--- config.mk ---
export PLATFORM = sky130hd
export DESIGN_NAME = sbcsp_device_flat
export DESIGN_NICKNAME = d
export VERILOG_FILES = /design/src/design/sbcsp_pkg.sv /design/src/design/sbcsp_if.sv /design/src/design/sbcsp_device.sv /design/src/flat_wrapper.sv
export SDC_FILE = /design/constraint.sdc
export NUM_CORES = 1
export LEC_CHECK = 0
export ABC_AREA = 1
export CAP_MARGIN = 0
export CELL_PAD_IN_SITES_DETAIL_PLACEMENT = 1
export CELL_PAD_IN_SITES_GLOBAL_PLACEMENT = 2
export CORE_MARGIN = 5
export CORE_UTILIZATION = 42
export DETAILED_ROUTE_END_ITERATION = 12
export DONT_BUFFER_PORTS = 1
export PLACE_DENSITY = 0.84
export SYNTH_ARGS = -nofsm -noshare
export SYNTH_HDL_FRONTEND = slang
export SYNTH_SLANG_ARGS = --single-unit
--- constraint.sdc ---
create_clock -name pclk -period 2.6 [get_ports pclk]
set_clock_uncertainty 0.15 [all_clocks]
set_input_delay 0.52 -clock pclk [delete_from_list [all_inputs] [get_ports pclk]]
set_output_delay 0.52 -clock pclk [all_outputs]
set_load 0.01 [all_outputs]
--- src/design/sbcsp_pkg.sv ---
// shared constants and types for the sbc spi control and status link
package sbcsp_pkg;
  localparam int BYTE_W = 8;
  localparam int CNT_W = 4;
  localparam logic [CNT_W-1:0] BITS_PER_XFER = 4'h8;
  localparam logic [CNT_W-1:0] BITS_OVER = 4'h9;
  // control byte fields
  localparam int CB_PU_DIS = 5;
  localparam int CB_HS3 = 4;
  localparam int CB_HS2 = 3;
  localparam int CB_HS1 = 2;
  localparam int CB_OP_LO = 0;
  localparam logic [1:0] SLEW_NORMAL = 2'h0;
  localparam logic [1:0] SLEW_LOWPWR = 2'h3;
  localparam logic [1:0] OP_WDCLR = 2'h2;
  localparam logic [BYTE_W-1:0] CTRL_RESET = 8'h03;
  localparam logic [BYTE_W-1:0] CTRL_RST_KEEP = 8'h23;
  localparam logic [BYTE_W-1:0] LP_CMD_MASK = 8'hDE;
  localparam logic [BYTE_W-1:0] LP_CMD_VALUE = 8'hC0;
  // status byte fields
  localparam int ST_UV = 4;
  localparam int ST_W2 = 1;
  localparam int ST_W1 = 0;
  localparam int ST_BUS = 6;
  // synchroniser lanes
  localparam int PIN_SCLK = 2;
  localparam int PIN_CS = 1;
  localparam int PIN_MOSI = 0;
  localparam logic [2:0] PIN_IDLE = 3'h2;
  // host register map
  localparam logic [7:0] REG_TX = 8'h00;
  localparam logic [7:0] REG_STAT = 8'h04;
  localparam logic [7:0] REG_DIV = 8'h08;
  localparam int HALF_W = 8;
  localparam int HALF_DEF = 8;
  localparam int HALF_MIN = 8;
  localparam int CS_GAP_NS = 15000;
  localparam int PCLK_NS = 8;
  localparam int CS_GAP_CYC = (CS_GAP_NS + PCLK_NS - 1) / PCLK_NS;
  localparam int GAP_W = 16;
  typedef enum logic [1:0] {
    MODE_NORMAL = 2'b00,
    MODE_STOP = 2'b01,
    MODE_SLEEP = 2'b10
  } sbcsp_mode_t;
  typedef enum logic [2:0] {
    H_IDLE = 3'b000,
    H_LEAD = 3'b001,
    H_HIGH = 3'b010,
    H_LOW = 3'b011,
    H_TRAIL = 3'b100,
    H_GAP = 3'b101
  } sbcsp_hstate_t;
endpackage : sbcsp_pkg

--- src/design/sbcsp_if.sv ---
// spi link between the host controller and the device
`timescale 1ns/1ns
interface sbcsp_if;
  logic sclk;
  logic cs_n;
  logic mosi;
  logic miso;
  modport device (input sclk, input cs_n, input mosi, output miso);
  modport host (output sclk, output cs_n, output mosi, input miso);
endinterface : sbcsp_if

--- src/design/sbcsp_device.sv ---
// device end: control byte decode and status snapshot over spi
//
// The APB slave port and the register addresses were left to the implementer.
`timescale 1ns/1ns
module sbcsp_device (
  // clock and reset
  input wire logic pclk,
  input wire logic presetn,
  // spi link
  sbcsp_if.device link,
  // device reset and switch gate
  input wire logic dev_reset,
  input wire logic pwm_gate,
  // live conditions
  input wire logic bus_wake_flag,
  input wire logic bus_fault_flag,
  input wire logic supply_overvoltage,
  input wire logic supply_undervoltage_flag,
  input wire logic battery_fail_flag,
  input wire logic regulator_temp_warning,
  input wire logic switch_thermal_shutdown_flag,
  input wire logic wake_input_one,
  input wire logic wake_input_two,
  // control outputs
  output logic [sbcsp_pkg::BYTE_W-1:0] control_byte,
  output logic [1:0] slew_rate,
  output logic bus_pullup_connected,
  output logic switch_on_three,
  output logic switch_on_two,
  output logic switch_on_one,
  output logic watchdog_clear,
  output sbcsp_pkg::sbcsp_mode_t op_mode
);
  import sbcsp_pkg::*;

  typedef struct packed {
    logic [2:0] st1;
    logic [2:0] st2;
    logic [2:0] st3;
    logic [2:0] lvl;
    logic [CNT_W-1:0] cnt;
    logic [BYTE_W-1:0] shin;
    logic [BYTE_W-1:0] shout;
    logic [BYTE_W-1:0] ctrl;
    logic miso;
    logic [1:0] slew;
    logic armed;
    logic armed_op;
    sbcsp_mode_t mode;
    logic [6:0] int_lat;
    logic [6:0] prev;
    logic first_read;
    logic wd_clear;
    logic pullup_on;
    logic [2:0] sw;
  } sbcsp_dev_state_t;

  sbcsp_dev_state_t r;
  sbcsp_dev_state_t n;

  logic [2:0] pins;
  assign pins = {link.sclk, link.cs_n, link.mosi};

  ////////////////////////////////////////////////////////////////////
  // next state
  always_comb begin
    logic [2:0] differ;
    logic sclk_rise;
    logic sclk_fall;
    logic cs_fall;
    logic cs_rise;
    logic [6:0] live;
    logic [6:0] ev;
    logic [6:0] bits;
    logic [BYTE_W-1:0] b;
    logic lp_cmd;
    logic woke;
    differ = 3'h0;
    sclk_rise = 1'b0;
    sclk_fall = 1'b0;
    cs_fall = 1'b0;
    cs_rise = 1'b0;
    live = 7'h00;
    ev = 7'h00;
    bits = 7'h00;
    b = 8'h00;
    lp_cmd = 1'b0;
    woke = 1'b0;
    n = r;
    n.wd_clear = 1'b0;

    // three-stage pin sampling; a level counts once stages two and three agree
    n.st1 = pins;
    n.st2 = r.st1;
    n.st3 = r.st2;
    differ = r.st2 ^ r.st3;
    n.lvl = (~differ & r.st2) | (differ & r.lvl);
    sclk_rise = n.lvl[PIN_SCLK] & ~r.lvl[PIN_SCLK] & ~r.lvl[PIN_CS];
    sclk_fall = ~n.lvl[PIN_SCLK] & r.lvl[PIN_SCLK] & ~r.lvl[PIN_CS];
    cs_fall = ~n.lvl[PIN_CS] & r.lvl[PIN_CS];
    cs_rise = n.lvl[PIN_CS] & ~r.lvl[PIN_CS];

    // live flags in status order, bit 6 down to 0
    live = {bus_wake_flag | bus_fault_flag,
            supply_overvoltage, supply_undervoltage_flag,
            regulator_temp_warning, switch_thermal_shutdown_flag,
            wake_input_two, wake_input_one};
    n.prev = live;
    // faults latch on their rise, wake inputs on any change
    ev = (live & ~r.prev);
    ev[ST_W2] = live[ST_W2] ^ r.prev[ST_W2];
    ev[ST_W1] = live[ST_W1] ^ r.prev[ST_W1];
    n.int_lat = r.int_lat | ev;

    // a wake source takes the device back to normal
    woke = ev[ST_BUS] | ev[ST_W2] | ev[ST_W1];
    if (r.mode != MODE_NORMAL && woke) begin
      n.mode = MODE_NORMAL;
    end

    if (cs_fall) begin
      bits = (r.int_lat != 7'h00) ? r.int_lat : live;
      if (r.first_read) begin
        bits[ST_UV] = battery_fail_flag;
      end
      n.shout = {(r.int_lat != 7'h00), bits};
      n.miso = (r.int_lat != 7'h00);
      // events in this very cycle survive the clear
      n.int_lat = ev;
      n.first_read = 1'b0;
      n.cnt = '0;
    end

    // data is sampled on the rise and changed on the fall
    if (sclk_rise) begin
      n.shin = {r.shin[BYTE_W-2:0], r.lvl[PIN_MOSI]};
      if (r.cnt != BITS_OVER) begin
        n.cnt = r.cnt + 4'h1;
      end
    end
    if (sclk_fall) begin
      n.miso = r.shout[BYTE_W-2];
      n.shout = {r.shout[BYTE_W-2:0], 1'b0};
    end

    // a byte is taken only when exactly eight bits arrived
    if (cs_rise && r.cnt == BITS_PER_XFER) begin
      b = r.shin;
      n.ctrl = b;
      if (b[1:0] == OP_WDCLR) begin
        // no closed window, the clear always counts
        n.wd_clear = 1'b1;
        n.ctrl[CB_OP_LO] = 1'b1;
      end
      if (b[BYTE_W-1:BYTE_W-2] != SLEW_LOWPWR) begin
        n.slew = b[BYTE_W-1:BYTE_W-2];
      end
      lp_cmd = (b & LP_CMD_MASK) == LP_CMD_VALUE;
      if (lp_cmd) begin
        if (r.armed && r.armed_op == b[CB_OP_LO]) begin
          n.mode = b[CB_OP_LO] ? MODE_STOP : MODE_SLEEP;
          n.armed = 1'b0;
        end else begin
          // the first qualifying byte only arms the entry
          n.armed = 1'b1;
          n.armed_op = b[CB_OP_LO];
        end
      end else begin
        n.armed = 1'b0;
      end
    end

    // device reset keeps the pullup bit, which only power-on clears
    if (dev_reset) begin
      n.ctrl = r.ctrl & CTRL_RST_KEEP;
      n.ctrl[1:0] = CTRL_RESET[1:0];
      n.slew = SLEW_NORMAL;
      n.armed = 1'b0;
      n.mode = MODE_NORMAL;
      n.first_read = 1'b1;
    end

    // switches are off outside normal mode
    n.sw[2] = r.ctrl[CB_HS3] && r.mode == MODE_NORMAL;
    n.sw[1] = r.ctrl[CB_HS2] && pwm_gate && r.mode == MODE_NORMAL;
    n.sw[0] = r.ctrl[CB_HS1] && pwm_gate && r.mode == MODE_NORMAL;
    n.pullup_on = !(r.mode != MODE_NORMAL && r.ctrl[CB_PU_DIS]);
  end

  ////////////////////////////////////////////////////////////////////
  // state register
  always_ff @(posedge pclk or negedge presetn) begin
    if (!presetn) begin
      r <= '0;
      r.st1 <= PIN_IDLE;
      r.st2 <= PIN_IDLE;
      r.st3 <= PIN_IDLE;
      r.lvl <= PIN_IDLE;
      r.ctrl <= CTRL_RESET;
      r.slew <= SLEW_NORMAL;
      r.mode <= MODE_NORMAL;
      r.first_read <= 1'b1;
      r.pullup_on <= 1'b1;
    end else begin
      r <= n;
    end
  end

  ////////////////////////////////////////////////////////////////////
  // outputs, all straight from the state register
  assign link.miso = r.miso;
  assign control_byte = r.ctrl;
  assign slew_rate = r.slew;
  assign bus_pullup_connected = r.pullup_on;
  assign switch_on_three = r.sw[2];
  assign switch_on_two = r.sw[1];
  assign switch_on_one = r.sw[0];
  assign watchdog_clear = r.wd_clear;
  assign op_mode = r.mode;
endmodule : sbcsp_device

--- src/flat_wrapper.sv ---
// flat-port wrapper written by rule: the top's interface ports become plain ports
module sbcsp_device_flat import sbcsp_pkg::*;
  (pclk, presetn, dev_reset, pwm_gate, bus_wake_flag, bus_fault_flag, supply_overvoltage, supply_undervoltage_flag, battery_fail_flag, regulator_temp_warning, switch_thermal_shutdown_flag, wake_input_one, wake_input_two, control_byte, slew_rate, bus_pullup_connected, switch_on_three, switch_on_two, switch_on_one, watchdog_clear, op_mode, link_sclk, link_cs_n, link_mosi, link_miso);
  sbcsp_if link_i ();
  input wire logic pclk;
  input wire logic presetn;
  input wire logic dev_reset;
  input wire logic pwm_gate;
  input wire logic bus_wake_flag;
  input wire logic bus_fault_flag;
  input wire logic supply_overvoltage;
  input wire logic supply_undervoltage_flag;
  input wire logic battery_fail_flag;
  input wire logic regulator_temp_warning;
  input wire logic switch_thermal_shutdown_flag;
  input wire logic wake_input_one;
  input wire logic wake_input_two;
  output logic [sbcsp_pkg::BYTE_W-1:0] control_byte;
  output logic [1:0] slew_rate;
  output logic bus_pullup_connected;
  output logic switch_on_three;
  output logic switch_on_two;
  output logic switch_on_one;
  output logic watchdog_clear;
  output sbcsp_pkg::sbcsp_mode_t op_mode;
  input wire logic [$bits(link_i.sclk)-1:0] link_sclk;
  input wire logic [$bits(link_i.cs_n)-1:0] link_cs_n;
  input wire logic [$bits(link_i.mosi)-1:0] link_mosi;
  output wire logic [$bits(link_i.miso)-1:0] link_miso;
  assign link_i.sclk = link_sclk;
  assign link_i.cs_n = link_cs_n;
  assign link_i.mosi = link_mosi;
  assign link_miso = link_i.miso;
  sbcsp_device u_core (.pclk(pclk), .presetn(presetn), .link(link_i), .dev_reset(dev_reset), .pwm_gate(pwm_gate), .bus_wake_flag(bus_wake_flag), .bus_fault_flag(bus_fault_flag), .supply_overvoltage(supply_overvoltage), .supply_undervoltage_flag(supply_undervoltage_flag), .battery_fail_flag(battery_fail_flag), .regulator_temp_warning(regulator_temp_warning), .switch_thermal_shutdown_flag(switch_thermal_shutdown_flag), .wake_input_one(wake_input_one), .wake_input_two(wake_input_two), .control_byte(control_byte), .slew_rate(slew_rate), .bus_pullup_connected(bus_pullup_connected), .switch_on_three(switch_on_three), .switch_on_two(switch_on_two), .switch_on_one(switch_on_one), .watchdog_clear(watchdog_clear), .op_mode(op_mode));
endmodule
==> flow_summary_export.csv, run 1 <==
group,metric,value,unit
status,outcome,"completed",
placement,place_area,0.00276,sq mm
timing,max_slew_margin,0.640,
global_route,grt_usage,0.145,
logic_synthesis,ys_top_cells_by_area,"dfrtp_1 (52%), dfstp_2 (7.6%), nand2_1 (7.0%)",
final_layout,n_antenna_cell,0,
route,ant_nets,0,
clocking,postCtsSetupRepairBufs,0,
critical_path,critPathKind,"reg -> reg",
logic_synthesis,yosys.area.top_type,"dfrtp_1",
timing,setup_violations,0,
timing,rsz0062_at_grt,"false",
floorplan,fp.dieH,91.4,microns
critical_path,cp.arrival,1870,ps
logic_synthesis,synth_top_area_share,0.522,
final_layout,nets,305,
critical_path,reg2reg_depth,5,
logic_synthesis,synth.most_common_cell,"dfrtp_1",
global_route,grt_first_pass_wirelength,9690,microns
clocking,cts.sinks,66,
placement,globalplace.congestion,0.784,
logic_synthesis,syn_nets,307,
final_layout,multi_input_area,838,sq um
logic_synthesis,yosys_warnings,0,
timing,timing.hold.ws,58.5,ps
final_layout,seq_area,0.00166,sq mm
floorplan,coreArea,0.00639,sq mm
clocking,cts_tree,"done",
final_layout,drive_gt1_frac,0.134,
global_route,overflow,0,
critical_path,critical_path.endpoint_type,"register",
global_route,grt_max_degree,67,
critical_path,crit_required,2670,ps
power,vdd_ir_drop_max,391,uV
timing,layout_setup_ws,804,ps
final_layout,syn2layout_area_growth,8.01,%
timing,fin_crit,1800,ps
clocking,clk_path_buf_depth,2,
logic_synthesis,synth_edf_count,0,
critical_path,r2r_start,"u_core.r[56]",
logic_synthesis,synthCells,288,
logic_synthesis,synth_seq_cells,66,
critical_path,cpMostUsedCell,"nand2_1",
route,drt-vias-per-instance,5.12,
global_route,antenna_found_initial,0,
critical_path,cp_cell_sequence,"nand2_1, inv_1, nand2_1, a21oi_1, nor2_1",
clocking,h-tree-depth,3,
timing,fmax,557,MHz
clocking,cts_buffers,9,
hold_path,holdPathStages,0,
run,cap_viol_max_count,0,
floorplan,die_x,91.4,microns
floorplan,initial_core_util,0.436,
logic_synthesis,synth_common_cells,"dfrtp_1 (58), nand2_1 (52), inv_1 (42)",
critical_path,crit_slowest_cell,"dfstp_2",
route,vias,1878,
hold_path,min_to,"u_core.r[10]",
timing,setup_tns,0,ps
route,routedWlPerCell,15.3,microns
logic_synthesis,synth_async_sr_flop_share,1.00,
critical_path,critPathMaxStageDelay,550,ps
floorplan,ios,34,
critical_path,reg2reg_slack,800,ps
logic_synthesis,synth_area,0.00278,sq mm
placement,hpwl,3840,microns
route,drtIter0Drc,58,
critical_path,startpoint_type,"register",
critical_path,r2r_end,"u_core.r[40]",
final_layout,postLayoutCellArea,0.00300,sq mm
clocking,clock_latency,330,ps
route,drc_errors,0,
final_layout,fill_cells,731,
logic_synthesis,ys_types,33,
global_route,grt_pass1_vias,1983,
floorplan,row_count,29,
critical_path,cp_max_fo,15,
timing,slew_viol_final,0,
timing,worst_pin_slew,538,ps
timing,hold_viol,0,
clocking,cts.clk_slew.worst_paths,70,ps
placement,port_buffers,0,
power,leakagePower,1.45,nW
placement,pre_cts_ws,795,ps
logic_synthesis,synth_flop_cell,"dfrtp_1",
timing,period_share,0.691,
floorplan,die-area,0.00835,sq mm
hold_path,hold_start,"supply_undervoltage_flag",
power,powerDensity,781,mW/mm^2
logic_synthesis,avgSynthCellArea,9.66,sq um
logic_synthesis,ys_seq_area_frac,0.597,
route,routed_wl,5630,microns
clocking,cts-root-buf,"clkbuf_8",
route,firstDrtPassIters,4,
hold_path,hold_path_class,"in -> reg",
-- repair_timing --
action                                 in CTS  in global routing
hold buffers                                2                  1
resized for setup                           0                  0
endpoints found under the hold margin      66                  1
-- metal layers --
layer  up-vias  global-route usage  routed length [microns]
li1        899                   -                        -
met1       938               0.184                     2530
met2        32               0.233                     2770
met3         9              0.0405                      226
met4         0              0.0623                      107
met5         -                   0                        0
-- cell usage in the layout (no fill, tap or decap), drive strengths merged, types with 8 or more instances in the layout --
cell | Yosys | layout
o22ai | 11 | 11
nand3 | 21 | 21
dfrtp | 58 | 58
nor2 | 29 | 29
nand2 | 54 | 54
dfstp | 8 | 8
inv | 44 | 44
o21ai | 18 | 18
clkbuf | 0 | 12
a21oi | 9 | 9
-- cell type report --
class	instances	share of cell area
clock inverters	3	0.0133
flip-flops and latches	66	0.553
clock buffers	12	0.0516
inverters	44	0.0550
multi-input cells	162	0.279
repair buffers	3	0.0158
well taps	77	0.0321
-- registers in the layout (all words and copies together), names as in the netlist, 2 cells and up, named ones only --
register	flops
u_core.n	6
u_core.slew_rate	2
u_core.r	41
u_core.op_mode	2
u_core.control_byte	8
-- stage by stage --
step | power (mW) | utilization | instances
global placement | 1.47 | 0.432 | 349
detailed placement | 1.48 | 0.432 | 349
global route | 2.50 | 0.470 | 367
finish | 2.35 | 0.470 | 367
floorplan | 1.41 | - | 288
CTS | 2.38 | 0.469 | 366
-- kinds of logic after synthesis --
family	synth area share
and+or+nand+nor	0.186
xor gates and xnor gates	0.00630
DFF	0.597
buffers and inverters	0.101
muxes	0.00405
AOI/OAI and AO/OA	0.0877
adders and majority gates	0.0171
-- worst max path at each step --
| stage | start | to | slack (ps) | cells past startpoint |
|---|---|---|---|---|
| finish | u_core.r[56] | u_core.r[40] | 800 | 5 |
| global route | u_core.r[57] | u_core.r[52] | 640 | 5 |
| CTS | u_core.r[56] | u_core.r[40] | 770 | 5 |
| detailed placement | u_core.r[56] | u_core.r[37] | 800 | 5 |
| global placement | u_core.r[57] | u_core.r[51] | 870 | 4 |
| floorplan | u_core.r[51] | u_core.op_mode[1] | 1100 | 9 |
-- critical path, delay by kind of cell (launching register included) --
kind	cells	cell delay, ps
AOI/OAI and AO/OA	1	150
buffers and inverters	1	430
DFF	1	550
and+or+nand+nor	3	390
-- report_power, final --
part	internal [mW]	total (mW)	switching, mW
clock	0.487	0.860	0.372
sequential	1.14	1.22	0.0774
combinational	0.0920	0.267	0.175
total	1.72	2.35	0.625
Power figures use the tool's default switching activity.
==> run 2: changes to the inputs <==
--- a/config.mk
+++ b/config.mk
@@ -10,10 +10,10 @@
 export CELL_PAD_IN_SITES_DETAIL_PLACEMENT = 1
 export CELL_PAD_IN_SITES_GLOBAL_PLACEMENT = 2
 export CORE_MARGIN = 5
-export CORE_UTILIZATION = 42
+export CORE_UTILIZATION = 39
 export DETAILED_ROUTE_END_ITERATION = 12
 export DONT_BUFFER_PORTS = 1
-export PLACE_DENSITY = 0.84
+export PLACE_DENSITY = 0.79
 export SYNTH_ARGS = -nofsm -noshare
 export SYNTH_HDL_FRONTEND = slang
 export SYNTH_SLANG_ARGS = --single-unit
==> constraint.sdc (replaced) <==
create_clock -name pclk -period 1.8 [get_ports pclk]
set_clock_uncertainty 0.15 [all_clocks]
set_input_delay 0.36 -clock pclk [delete_from_list [all_inputs] [get_ports pclk]]
set_output_delay 0.36 -clock pclk [all_outputs]
set_load 0.01 [all_outputs]
==> run 2 against run 1 <==
The run now ends with hold timing left. Critical path depth fell by 2. First-iteration DRC count fell by 26%. Sequential share of layout area fell by 3.1 points. Clock-buffer cell count fell by 1. Non-clock buffer count rose by 16. Core utilization fell by 0.72 points. Routed wire length rose by 3.2%. Critical path type is now in -> reg. Largest cell class unchanged. Highest routed layer unchanged.
==> flow_summary_export.csv, run 2 (synthesis gave the netlist of run 1 again) <==
group,metric,value,unit
final_layout,regMostFlops,"u_core.r",
route,firstDrtPassIters,4,
clocking,ctsHoldBuffers,12,
timing,rsz0062_at_grt,"false",
critical_path,cp_cell_sequence,"dlygate4sd3_1, or2_2, dlygate4sd3_1",
power,leakagePower,1.51,nW
final_layout,multi_input_area,843,sq um
timing,fmax,598,MHz
clocking,clock_latency,340,ps
critical_path,cpMostUsedCell,"dlygate4sd3_1",
clocking,cts.clk_slew.worst_paths,70,ps
final_layout,syn2layout_area_growth,14.4,%
critical_path,critPathMaxStageDelay,560,ps
floorplan,row_count,30,
run,cap_viol_max_count,0,
critical_path,crit_required,1860,ps
floorplan,ios,34,
critical_path,crit_slowest_cell,"dlygate4sd3_1",
final_layout,drive_gt1_frac,0.156,
final_layout,layout_commonest_cell,"dfrtp_1",
final_layout,nets,321,
floorplan,fp.dieH,94.5,microns
timing,slew_viol_final,0,
clocking,cts_buffers,9,
timing,setup_violations,0,
route,routed_wl,5810,microns
critical_path,critical_path.endpoint_type,"register",
power,powerDensity,1100,mW/mm^2
critical_path,startpoint_type,"input port",
power,vdd_ir_drop_max,559,uV
route,ant_nets,0,
timing,setup_tns,0,ps
critical_path,cp_top_family,"buffers and inverters",
global_route,antenna_found_initial,0,
global_route,grt_usage,0.147,
final_layout,final_cell_mix,"dfrtp_1 (58), nand2_1 (51), inv_1 (42)",
timing,worst_pin_slew,357,ps
placement,place_area,0.00284,sq mm
status,violations,"hold timing",
floorplan,die-area,0.00892,sq mm
placement,globalplace.congestion,0.734,
global_route,grt_pass1_vias,2111,
clocking,cts-root-buf,"clkbuf_8",
critical_path,critPathKind,"in -> reg",
hold_path,hold_path_class,"in -> async",
global_route,overflow,0,
timing,timing.hold.ws,-431,ps
route,routedWlPerCell,14.4,microns
critical_path,cp_max_fo,2,
placement,port_buffers,0,
route,drtIter0Drc,43,
route,vias,1920,
status,outcome,"complete, but fails checks",
global_route,grt_max_degree,67,
critical_path,cp.arrival,1730,ps
final_layout,seq_area,0.00166,sq mm
placement,hpwl,4070,microns
critical_path,path_buf_inv,2,
timing,max_slew_margin,0.761,
clocking,cts.sinks,66,
timing,hold_viol,66,
timing,fin_crit,1670,ps
final_layout,n_antenna_cell,0,
route,drc_errors,0,
clocking,h-tree-depth,3,
timing,period_share,0.929,
global_route,grt_first_pass_wirelength,9960,microns
floorplan,die_x,94.5,microns
clocking,cts_tree,"done",
final_layout,fill_cells,802,
route,drt-vias-per-instance,4.76,
floorplan,coreArea,0.00687,sq mm
final_layout,postLayoutCellArea,0.00318,sq mm
final_layout,largest_reg_flops,41,
clocking,clk_path_buf_depth,2,
floorplan,initial_core_util,0.405,
## run 2: cell count changes in the layout (fill, tap and decap cells not counted)
cell | previous run | this run
nand2_1 | 52 | 51
nor2_1 | 25 | 24
clkinvlp_4 | 0 | 1
buf_16 | 1 | 0
clkbuf_8 | 11 | 10
nor2_2 | 2 | 3
bufinv_16 | 1 | 2
dlygate4sd3_1 | 2 | 12
nand2_2 | 2 | 3
buf_4 | 0 | 7
## run 2: layer usage
metal | vias to the layer above | track usage | wire [microns]
li1 | 937 | - | -
met1 | 936 | 0.171 | 2500
met2 | 38 | 0.251 | 2930
met3 | 9 | 0.0382 | 270
met4 | 0 | 0.0721 | 105
met5 | - | 0 | 0
## run 2: where the power goes
| part | switching (mW) | internal (mW) | total, mW |
|---|---|---|---|
| Sequential | 0.119 | 1.65 | 1.77 |
| Combinational | 0.225 | 0.149 | 0.375 |
| Clock | 0.551 | 0.813 | 1.36 |
## run 2: worst paths after layout
kind | startpoint | endpoint | slack, ps | cells past startpoint
setup / recovery | bus_wake_flag | u_core.r[12] | 130 | 3
hold / removal | presetn | u_core.r[49] | -430 | 0
setup reg to reg | u_core.r[51] | u_core.slew_rate[0] | 170 | 8
hold reg to reg | u_core.n[62] | u_core.n[59] | 210 | 0
max in group asynchronous | presetn | u_core.n[62] | 1710 | 0
min in group pclk | pwm_gate | u_core.switch_on_two | 20 | 2
## run 2: worst register-to-register path, cell delays in order, from the launching register on
cell and delay (ps):
dfrtp_1 430, inv_1 90, ha_1 180, nand3_2 100, nor2_4 170, nand2_2 140, inv_2 100, nand2_1 80
o21ai_1 120
## run 2: layout make-up
type | count | area share
Clock buffer | 11 | 0.0444
Timing Repair Buffer | 19 | 0.0543
Clock inverter | 5 | 0.0244
Tap cell | 96 | 0.0378
Sequential cell | 66 | 0.522
Inverter | 44 | 0.0519
Multi-Input combinational cell | 162 | 0.265
## run 2: what timing repair did
item,CTS,global route
resized for setup,0,2
setup buffers,0,0
setup endpoints to repair,0,3
endpoints found under the hold margin,77,66
## run 2: through the flow
stage / total power, mW / setup slack (ps) / hold slack, ps / instances / utilization
after floorplan: 2.04 / 297 / -85.6 / 288 / -
after global placement: 2.13 / 205 / -82.1 / 375 / 0.413
after detailed placement: 2.15 / 126 / -82.3 / 375 / 0.413
after CTS: 3.57 / 123 / -454 / 403 / 0.462
after global routing: 3.74 / 12.9 / -465 / 403 / 0.463
final: 3.51 / 128 / -431 / 403 / 0.463
==> run 3: changes to the inputs <==
--- a/config.mk
+++ b/config.mk
@@ -7,13 +7,14 @@
 export LEC_CHECK = 0
 export ABC_AREA = 1
 export CAP_MARGIN = 0
-export CELL_PAD_IN_SITES_DETAIL_PLACEMENT = 1
+export CELL_PAD_IN_SITES_DETAIL_PLACEMENT = 2
 export CELL_PAD_IN_SITES_GLOBAL_PLACEMENT = 2
 export CORE_MARGIN = 5
 export CORE_UTILIZATION = 39
 export DETAILED_ROUTE_END_ITERATION = 12
 export DONT_BUFFER_PORTS = 1
 export PLACE_DENSITY = 0.79
+export REMOVE_ABC_BUFFERS = 1
 export SYNTH_ARGS = -nofsm -noshare
 export SYNTH_HDL_FRONTEND = slang
 export SYNTH_SLANG_ARGS = --single-unit
==> run 3 against run 2 <==
The flow still finishes with violations (hold timing). Clock-buffer cell count down 1. Flip-flop and latch count unchanged. Core utilization down 0.13 points. Setup slack worse by 30 ps. Design area down 0.28%. Critical path type is now reg -> reg. Cell count down 0.25%. Worst hold slack worse by 10 ps. Fmax down 1.8%. Sequential share of layout area up 0.14 points. Global-route usage up 2.9 points. Non-clock buffer count down 1. Power down 1.6%.
==> flow_summary_export.csv, run 3 (synthesis gave the netlist of run 1 again) <==
group,metric,value,unit
floorplan,die-area,0.00892,sq mm
power,power,3.45,mW
critical_path,critical_path.endpoint_type,"register",
timing,slew_viol_final,0,
global_route,grt_first_pass_wirelength,11700,microns
final_layout,largest_reg_flops,41,
timing,fin_crit,1700,ps
global_route,overflow,0,
critical_path,critPathKind,"reg -> reg",
global_route,grt_max_degree,67,
timing,max_slew_margin,0.679,
floorplan,initial_core_util,0.405,
floorplan,fp.dieH,94.5,microns
power,power_switching,0.974,mW
route,firstDrtPassIters,4,
placement,port_buffers,0,
route,ant_nets,0,
final_layout,regMostFlops,"u_core.r",
timing,setup_tns,0,ps
power,leakagePower,1.51,nW
critical_path,cp_max_fo,6,
critical_path,crit_required,1880,ps
run,cap_viol_max_count,0,
power,combPwrFrac,0.117,
route,routedWlPerCell,17.4,microns
timing,hold_viol,66,
route,vias,1998,
status,outcome,"complete, but fails checks",
final_layout,fill_cells,722,
power,vdd_ir_drop_max,615,uV
clocking,postCtsSetupRepairBufs,0,
final_layout,multi_input_area,853,sq um
status,violations,"hold timing",
final_layout,drive_gt1_frac,0.160,
route,drt-vias-per-instance,4.97,
final_layout,syn2layout_area_growth,14.1,%
final_layout,seq_area,0.00166,sq mm
global_route,grt_usage,0.176,
final_layout,utilization,0.462,
clocking,clk_path_buf_depth,2,
placement,hpwl,4830,microns
floorplan,die_x,94.5,microns
final_layout,final_cell_mix,"dfrtp_1 (58), nand2_1 (50), inv_1 (41)",
route,drc_errors,0,
floorplan,row_count,30,
power,intPower,2.48,mW
hold_path,hold_path_class,"in -> async",
timing,timing.hold.ws,-441,ps
clocking,h-tree-depth,3,
route,drtIter0Drc,41,
final_layout,n_antenna_cell,0,
critical_path,cp.arrival,1790,ps
power,seq_power_share,0.515,
route,routed_wl,7000,microns
placement,placedCellCount,372,
clocking,cts_tree,"done",
power,powerDensity,1090,mW/mm^2
power,p_clk_frac,0.368,
floorplan,ios,34,
critical_path,startpoint_type,"register",
final_layout,layout_commonest_cell,"dfrtp_1",
clocking,cts.sinks,66,
global_route,antenna_found_initial,0,
global_route,grt_pass1_vias,2348,
placement,globalplace.congestion,0.787,
clocking,clock_latency,340,ps
timing,fmax,587,MHz
clocking,cts_buffers,9,
timing,period_share,0.946,
power,p_sw_frac,0.282,
timing,setup_violations,0,
clocking,cts.clk_slew.worst_paths,80,ps
timing,worst_pin_slew,481,ps
critical_path,reg2reg_slack,100,ps
final_layout,fin_cells,402,
final_layout,nets,320,
clocking,cts-root-buf,"clkbuf_8",
floorplan,coreArea,0.00687,sq mm
==> run 3: path summary, 6_finish.rpt <==
check	cells after the start	start	endpoint
max in group asynchronous	0	presetn	u_core.n[62]
min in group pclk	2	regulator_temp_warning	u_core.r[16]
min	0	presetn	u_core.r[54]
max reg2reg	9	u_core.r[51]	u_core.op_mode[1]
min reg2reg	0	u_core.n[61]	u_core.n[58]
max	9	u_core.r[51]	u_core.op_mode[1]
==> run 3: layout make-up <==
cell class / count / share of cell area
Clock buffer: 10 / 0.0434
Clock inverter: 6 / 0.0205
Inverter: 44 / 0.0521
Multi-Input combinational cell: 162 / 0.269
Sequential cell: 66 / 0.524
Tap cell: 96 / 0.0379
Timing Repair Buffer: 18 / 0.0536
==> run 3: timing repair <==
action | CTS | global route
hold buffers | 13 | 1
endpoints found under the setup margin | 2 | 5
hold endpoints to repair | 79 | 67
resized for setup | 2 | 4
pin swaps | 0 | 1
==> run 3: metal layers <==
layer  up-vias  global-route usage  routed length (microns)
li1        928                   -                        -
met1      1029               0.197                     2800
met2        31               0.318                     3800
met3        10              0.0422                      298
met4         0              0.0757                      107
met5         -                   0                        0
==> run 3: power groups by stage <==
stage	clock network (mW)	registers, mW	logic [mW]
floorplan	0	1.76	0.270
global placement	0	1.79	0.336
detailed placement	0	1.80	0.365
CTS	1.31	1.78	0.404
global route	1.38	1.81	0.463
finish	1.27	1.78	0.403
==> run 3: metrics by stage <==
stage          area [sq um]  setup slack (ps)  hold slack (ps)
2_1_floorplan          2670               297            -85.6
3_3_place_gp           2820               137            -81.4
3_5_place_dp           2820              43.6            -81.5
4_1_cts                3150              1.87             -460
5_1_grt                3170             -14.8             -469
6_report               3170              97.8             -441
==> run 3: critical path: stages (launching register included) <==
cell and delay [ps]:
dfrtp_1 430, inv_1 100, ha_2 190, inv_1 50, nor2_2 150, nand3_4 140
nor2_4 140, nand3_2 100, nand2_1 90, nor2_1 50
